--- config.mk ---
export PLATFORM = sky130hd
export DESIGN_NAME = buzzer_tone_generator
export DESIGN_NICKNAME = d
export VERILOG_FILES = /design/src/rtl/tone_pkg.sv /design/src/rtl/tone_div_if.sv /design/src/rtl/tone_divider.sv /design/src/rtl/buzzer_tone_generator.sv
export SDC_FILE = /design/constraint.sdc
export NUM_CORES = 1
export LEC_CHECK = 0
export BUFFER_PORTS_ARGS = -buffer_cell sky130_fd_sc_hd__buf_2
export CAP_MARGIN = 20
export CORE_ASPECT_RATIO = 2
export CORE_MARGIN = 2
export CORE_UTILIZATION = 40
export CTS_CLUSTER_DIAMETER = 50
export DETAILED_ROUTE_END_ITERATION = 8
export MAX_ROUTING_LAYER = met4
export PLACE_DENSITY = 0.7
export SYNTH_ARGS = -nofsm -noshare
export SYNTH_HDL_FRONTEND = slang
export SYNTH_SLANG_ARGS = --single-unit
--- constraint.sdc ---
create_clock -name clk -period 5.23 [get_ports clk]
set_input_delay 1.046 -clock clk [delete_from_list [all_inputs] [get_ports clk]]
set_output_delay 1.046 -clock clk [all_outputs]
set_load 0.01 [all_outputs]
--- src/rtl/tone_pkg.sv ---
// Constants shared by the buzzer tone generator and its divider chain.
// Assumes a single 50 MHz clock and an APB master in the same domain.
package tone_pkg;
	localparam logic [15:0] TONE_CONTROL_ADDR = 16'hFF64;
	localparam int ON_BIT = 0;
	localparam int SELECT_BIT = 1;
	localparam int INTERVAL_BIT = 2;
	localparam logic [15:0] PRESCALER_ADDR = 16'hFF60;
	localparam int PRESCALER_WIDTH = 4;
	localparam logic [3:0] CONTROL_RESET = 4'h0;
	localparam logic [PRESCALER_WIDTH-1:0] PRESCALER_RESET = 4'h0;
	// Divider taps: bit 6 toggles at fprs/128, bit 7 at /256, bit 17 at /262144
	localparam int CHAIN_WIDTH = 18;
	localparam int HIGH_TAP = 6;
	localparam int LOW_TAP = 7;
	localparam int INTERVAL_TAP = 17;
	localparam logic [31:0] UNMAPPED_READ = 32'h0000_0000;
endpackage

--- src/rtl/tone_div_if.sv ---
`timescale 1ns/1ps
// Carries prescaler setting in and divider taps out between the two modules.
// Assumes both ends run on the same clock.
interface tone_div_if;
	import tone_pkg::*;
	logic [PRESCALER_WIDTH-1:0] prescalerSetting;
	logic highTone;
	logic lowTone;
	logic intervalGate;
	modport ctrl(output prescalerSetting, input highTone, input lowTone, input intervalGate);
	modport div(input prescalerSetting, output highTone, output lowTone, output intervalGate);
endinterface

--- src/rtl/tone_divider.sv ---
`timescale 1ns/1ps
// Prescaler enable pulse and free-running binary divider chain.
// Assumes the prescaler setting is stable from a register in the same domain.
module tone_divider (
	input wire logic clk,
	input wire logic rst_n,
	tone_div_if.div link
);
	import tone_pkg::*;

	logic [PRESCALER_WIDTH-1:0] preCount_reg, preCount_next;
	logic [CHAIN_WIDTH-1:0] chain_reg, chain_next;
	logic prsTick;

	// ----------------------------------------
	// Prescaler and chain
	// ----------------------------------------
	// Prescaler divides by setting plus one; the chain never stops
	always_comb begin
		prsTick = (preCount_reg >= link.prescalerSetting);
		preCount_next = prsTick ? '0 : preCount_reg + 1'b1;
		chain_next = prsTick ? chain_reg + 1'b1 : chain_reg;
	end

	always_ff @(posedge clk or negedge rst_n) begin
		if (!rst_n) begin
			preCount_reg <= '0;
			chain_reg <= '0;
		end else begin
			preCount_reg <= preCount_next;
			chain_reg <= chain_next;
		end
	end

	// Square waves with equal halves
	assign link.highTone = chain_reg[HIGH_TAP];
	assign link.lowTone = chain_reg[LOW_TAP];
	assign link.intervalGate = chain_reg[INTERVAL_TAP];
endmodule

--- src/rtl/buzzer_tone_generator.sv ---
`timescale 1ns/1ps
// Buzzer tone generator top: APB registers, tone select, gating and pin.
// Assumes a synchronous APB master on clk and an external transistor driver.
module buzzer_tone_generator #(
	parameter bit NEGATIVE_POLARITY = 1'b0
) (
	input wire logic clk,
	input wire logic rst_n,
	input wire logic psel,
	input wire logic penable,
	input wire logic pwrite,
	input wire logic [15:0] paddr,
	input wire logic [31:0] pwdata,
	output logic [31:0] prdata,
	output logic pready,
	output logic pslverr,
	output logic tonePin
);
	import tone_pkg::*;

	logic [3:0] control_reg, control_next;
	logic [PRESCALER_WIDTH-1:0] prescaler_reg, prescaler_next;
	logic [31:0] prdata_next;
	logic pready_next, pslverr_next;
	logic tonePin_next;
	logic toneOn, toneSelect, intervalOn;
	logic wave, gated;
	logic setupPhase, accessDone, hitControl, hitPrescaler;

	tone_div_if divLink();

	tone_divider u_divider (
		.clk(clk),
		.rst_n(rst_n),
		.link(divLink)
	);

	assign divLink.prescalerSetting = prescaler_reg;
	assign toneOn = control_reg[ON_BIT];
	assign toneSelect = control_reg[SELECT_BIT];
	assign intervalOn = control_reg[INTERVAL_BIT];

	// ----------------------------------------
	// APB slave
	// ----------------------------------------
	// Answer in the access cycle after setup: no wait state, pready pulsed from a flop
	always_comb begin
		setupPhase = psel && !penable;
		accessDone = psel && penable && pready;
		hitControl = (paddr == TONE_CONTROL_ADDR);
		hitPrescaler = (paddr == PRESCALER_ADDR);
		control_next = control_reg;
		prescaler_next = prescaler_reg;
		prdata_next = prdata;
		pready_next = 1'b0;
		pslverr_next = 1'b0;
		if (setupPhase) begin
			pready_next = 1'b1;
			pslverr_next = !(hitControl || hitPrescaler);
			prdata_next = UNMAPPED_READ;
			if (!pwrite && hitControl) begin
				prdata_next = {28'h0000000, control_reg};
			end else if (!pwrite && hitPrescaler) begin
				prdata_next = {28'h0000000, prescaler_reg};
			end
		end
		// Writes land only at the edge that completes the transfer
		if (accessDone && pwrite) begin
			if (hitControl) begin
				// Bit 3 is never stored so it reads back 0
				control_next = {1'b0, pwdata[INTERVAL_BIT:ON_BIT]};
			end
			if (hitPrescaler) begin
				prescaler_next = pwdata[PRESCALER_WIDTH-1:0];
			end
		end
	end

	// Read data launches on the setup edge; writes commit on the access edge
	always_ff @(posedge clk or negedge rst_n) begin
		if (!rst_n) begin
			control_reg <= CONTROL_RESET;
			prescaler_reg <= PRESCALER_RESET;
			prdata <= UNMAPPED_READ;
			pready <= 1'b0;
			pslverr <= 1'b0;
		end else begin
			control_reg <= control_next;
			prescaler_reg <= prescaler_next;
			prdata <= prdata_next;
			pready <= pready_next;
			pslverr <= pslverr_next;
		end
	end

	// ----------------------------------------
	// Tone path
	// ----------------------------------------
	// Enable is applied without resync to the wave, so a short pulse may occur
	always_comb begin
		wave = toneSelect ? divLink.lowTone : divLink.highTone;
		gated = wave && (!intervalOn || divLink.intervalGate);
		if (toneOn) begin
			tonePin_next = gated ^ NEGATIVE_POLARITY;
		end else begin
			tonePin_next = NEGATIVE_POLARITY;
		end
	end

	always_ff @(posedge clk or negedge rst_n) begin
		if (!rst_n) begin
			tonePin <= 1'b0;
		end else begin
			tonePin <= tonePin_next;
		end
	end
endmodule

* Yosys cells after proc, flatten, opt, wreduce, memory -nomap -nowiden
Cells that the tools add are included.
** Storage, ports and cells
- Output and inout port bits :: 35
- Register bits :: 64
** Operators by class
- Eq/ne operators :: 2
- Reduce and logical (&&, ||, !) cells :: 15
- Add/subtract/negate cells :: 2
- Muxes and demuxes :: 7
- Magnitude comparators :: 1
** Operators by type and width (count)
- $eq 16x16->1 const B :: 2
- $add 18x1->18 const B :: 1
- $mux 4 :: 3
- $logic_and 1x1->1 :: 7
- $add 4x1->4 const B :: 1
- $ge 4x4->1 :: 1
- $logic_not 1->1 :: 4
- $mux 1 :: 4
- $reduce_and 2->1 :: 2
- $logic_or 1x1->1 :: 2

* Longest topological paths before layout
- Depth after elaboration :: 4
- Depth in mapped cells :: 7
- Mapped depth without buffers :: 6

* Cells and area by module
A second synthesis with hierarchy kept.
** Unflattened totals
- Cells, all modules :: 171
- Area total of the unflattened synthesis :: 1984.4 sq um
** By module, submodules not included
- tone_divider :: times used 1, cells an instance 90, area each 1124.8 sq um, sequential area each 550.5 sq um
- buzzer_tone_generator :: times used 1, cells an instance 81, area each 859.6 sq um, sequential area each 350.3 sq um

* Worst setup path before layout
OpenSTA, ideal clock, no wires.
- Path type :: input port to flip-flop
- From :: input port paddr[1]
- To :: register control_reg[0]
- Path buffers :: 0
- Slack :: 2508 ps
- Data arrival time :: 2597 ps
- Stages :: 4
- Setup time :: 125 ps
- Path through :: or4b_1 -> or3_4 -> or3_4 -> mux2_4
** On the way
- Cells in the longest elaborated chain, start to end :: 2
** RTL lines
- start, declared :: line buzzer_tone_generator.sv:12 : input wire logic [15:0] paddr,
- $eq 16x16->1 :: line buzzer_tone_generator.sv:50 : hitControl = (paddr == TONE_CONTROL_ADDR);
- $reduce_and 2->1 (no source line)
- end signal, assigned :: line buzzer_tone_generator.sv:88 : control_reg <= control_next;
- end, declared :: line buzzer_tone_generator.sv:21 : logic [3:0] control_reg, control_next;
Every way passes these cells.
A chain may end at the register's enable or synchronous reset.

* Worst setup path in the final report
- From :: input port paddr[1]
- To :: register prescaler_reg[1], in the netlist divLink.prescalerSetting[1]
** On the way
- Cells in the longest elaborated chain, start to end :: 2
** RTL lines
- $eq 16x16->1 :: line buzzer_tone_generator.sv:51 : hitPrescaler = (paddr == PRESCALER_ADDR);
- $reduce_and 2->1 (no source line)
- end signal, assigned :: line buzzer_tone_generator.sv:89 : prescaler_reg <= prescaler_next;
- end, declared :: line buzzer_tone_generator.sv:22 : logic [PRESCALER_WIDTH-1:0] prescaler_reg, prescaler_next;
Every way passes these cells.

==> results.toml <==
[floorplanning]
placement_rows = 36
design.core.area_mm2 = 0.004820
number_of_i_o_pins = 88
initial_core_util_pct = 40.73
fp.dieW_um = 53.54
die_h_um = 103.1
design.die.area_mm2 = 0.005518

[critical_path]
critical_path.top_delay_family = "simple AND/OR/NAND/NOR gates"
critical_path_buf_inv_count = 1
crit_path_end_kind = "register"
worst_path_largest_cell_delay_ns = 0.51
timing.critical_path.arrival_ns = 2.75
crit_path_cell_trace = "buf_2 -> or4b_1 -> or3_4 -> nor3_2 -> mux2_1"
cp-startpoint = "paddr[1]"
crit_path_top_delay_cell = "or4b_1"
critical_path_required_ns = 5.40
worst_r2r_startpoint = "divLink.prescalerSetting[2]$_DFFE_PN0P_"
worstSetupStartpointType = "input pin"
cp_class = "in2reg"
worst-path-max-fanout = 4

[clocking]
clk_root_buffer_cell = "clkbuf_8"
cts-htree-levels = 2
postCtsResizedCells = 0
worst_skew_pair.late_latency_ns = 0.29
clkTransAtPathRegs_ns = 0.07
tritoncts = "yes"
clock_sinks = 36
clock_tree.buffer_depth = 2
holdBufCountCts = 0
cts_inserted_buffers = 5
cts_setup_buffers = 0

[power]
power_per_cell_area_mw_per_mm2 = 271.4
total_leakage_power_nw = 1.130
pwr-share-seq_pct = 52.1
fin_total_pwr_uw = 591.6
power_report.internal_total_uw = 452.1
clock_power_share_pct = 40.4
p_comb_share_pct = 7.5
ir_drop_v = 0.0001609
power.switching_uw = 139.5
netSwitchingFraction_pct = 23.58

[grt]
globalRouteOverflowTotal = 0
first_pass_grt_wire_length_mm = 5.768
grt_antenna_before_repair = 0
grt_max_degree = 37
grtUsageTotal_pct = 14.63
via_count_of_the_first_global_routing_pass = 1322

[layout]
largest_register_ffs = 18
postLayoutCoreUtil_pct = 45.22
stdcell_area_mm2 = 0.002180
antenna_cells_inserted = 0
nets = 273
drive_above_1_share_pct = 22.33
area_delta_synth_final_pct = 11.03

[placed_design]
post_dp_cell_area_mm2 = 0.002072
dp.final_hpwl_mm = 2.605
portBuffers = 31
gp_congestion = 0.7705

[sta]
finalCritPeriodShare_pct = 49.27
fin_tns_setup_ns = 0
skew_ns = 0.007666
rsz_0062_raised_after_global_routing = "false"
timing.final.hold_violations = 0
timing_worst_slew_pin_value_ns = 1.021
hold-worst-slack_ns = 0.4632
final_max_slew_viol_count = 0
max-slew-margin-rel_pct = 31.69
finalSetupViolCount = 0
timing.fmax_mhz = 388.1
finalWorstPathRequiredPeriod_ns = 2.577

[routing]
ant_nets = 0
first_pass_iters = 4
detail_route.vias_per_cell = 4.912
route.detailed.wl_per_inst_um = 12.50
count_of_vias_placed_by_the_detailed_router = 1336
wirelength_mm = 3.401
detailedRoute.firstIterationViolations = 11
detailed_route_drc_error_count = 0

[yosys]
synth_seq_area_share_pct = 45.89
netlist_instances = 180
yosysWarningCount = 0
yosys.area.top_type = "dfrtp_1"
synth.ff_latch_count = 36
synth.cell_area_mm2 = 0.001963
synthTopCellsByArea = "dfrtp_1, buf_4, xor2_1"
fraction_of_post_synthesis_cell_area_in_the_top_cell_type_by_area_pct = 45.89
synth_cell_type_count = 36
syn_avg_cell_area_um2 = 10.91

[hold_path]
min_path_type = "reg2reg"
hold_path_startpoint = "u_divider.chain_reg[11]$_DFFE_PN0P_"

[run_status]
outcome = "finished clean"

[job]
max-cap-violations = 0
[routing by layer]
layer	global-route usage (%)	vias up	share of wire (%)
li1	-	635	-
met1	13.53	647	36
met2	26.78	48	57
met3	3.188	6	5.2
met4	7.298	0	2.1
met5	-	-	0
[power groups by stage]
stage / clock (mW) / combinational, mW / sequential [mW]
global route: 0.257 / 0.0517 / 0.310
CTS: 0.245 / 0.0452 / 0.309
finish: 0.239 / 0.0444 / 0.308
global placement: 0 / 0.0436 / 0.313
floorplan: 0 / 0.0424 / 0.310
detailed placement: 0 / 0.0451 / 0.314
[final cells by class]
cell class	instances	area, µm²
multi-input combinational	131	907.1
clock buffer	6	72.57
inverter	8	30.03
tap	57	71.32
timing repair buffer	32	162.7
sequential	36	900.9
fill	453	2640
clock inverter	2	35.03
[cells in the mapped netlist (all sizes together)]
cell type   n
or4         1
and4        4
inv         7
nand3b      1
a2111oi     1
nor3b       1
or3         2
and3        1
or4b        1
nor2b       1
clkinv      1
o21ai       4
nand2b      2
o31ai       1
nor4bb      1
clkbuf      3
nor4b       2
nand3       9
o21a        2
dfrtp      36
nand2       8
nor3        4
nand4       4
mux2        8
mux2i       4
nor4       10
nor2        6
conb        1
xnor2       1
buf        29
ha          6
xor2       18
[stage by stage]
step / worst slack, ns / cells
after floorplan: 2.508 / 207
after global placement: 2.323 / 264
after detailed placement: 2.320 / 264
after CTS: 2.628 / 272
after global routing: 2.560 / 272
final: 2.653 / 272
[cells by family (layout without fill, tap and decap cells)]
kind of cell / Yosys count / after routing / synth area share (%)
flip-flops: 36 / 36 / 45.89
other: 1 / 28 / 0.1910
AND/OR/NAND/NOR: 58 / 58 / 18.16
buffers and inverters: 40 / 48 / 13.07
multiplexers: 12 / 12 / 7.202
AO/OA/AOI/OAI: 8 / 8 / 3.186
adder cells (fa/ha/maj): 6 / 6 / 3.824
XOR/XNOR: 19 / 19 / 8.477
[worst register-to-register path: stages (launching register included)]
cell and delay, ns:
dfrtp_1 0.38, inv_1 0.06, ha_1 0.28, o21a_1 0.16, nor2_1 0.76, nor2_1 0.29
mux2_1 0.38
[layout by cell type, fill, tap and decap left out, drive strengths merged]
| cell | instances |
|---|---|
| dfrtp | 36 |
| buf | 32 |
| conb | 28 |
| xor2 | 18 |
| nor4 | 10 |
| nand3 | 9 |
| nand2 | 8 |
| mux2 | 8 |
| inv | 7 |
| nor2 | 6 |
| ha | 6 |
| clkbuf | 6 |
| mux2i | 4 |
| nand4 | 4 |
| and4 | 4 |
| nor3 | 4 |
| o21ai | 4 |
| nand2b | 2 |
| o21a | 2 |
| or3 | 2 |
| nor4b | 2 |
| clkinv | 2 |
| a2111oi | 1 |
| xnor2 | 1 |
| nor2b | 1 |
| nor4bb | 1 |
| or4b | 1 |
| and3 | 1 |
| nand3b | 1 |
| or4 | 1 |
| o31ai | 1 |
| nor3b | 1 |
| bufinv | 1 |
[final timing paths]
check,to,slack (ns),cells past startpoint
worst min-delay path,u_divider.chain_reg[11]$_DFFE_PN0P_,0.46,1
min in group asynchronous,divLink.prescalerSetting[2]$_DFFE_PN0P_,0.84,1
max in group asynchronous,u_divider.preCount_reg[3]$_DFF_PN0_,3.89,1
worst max register to register,u_divider.chain_reg[1]$_DFFE_PN0P_,2.82,6
worst min register to register,u_divider.chain_reg[11]$_DFFE_PN0P_,0.46,1
worst max-delay path,divLink.prescalerSetting[1]$_DFFE_PN0P_,2.65,5
Power figures use the tool's default switching activity.
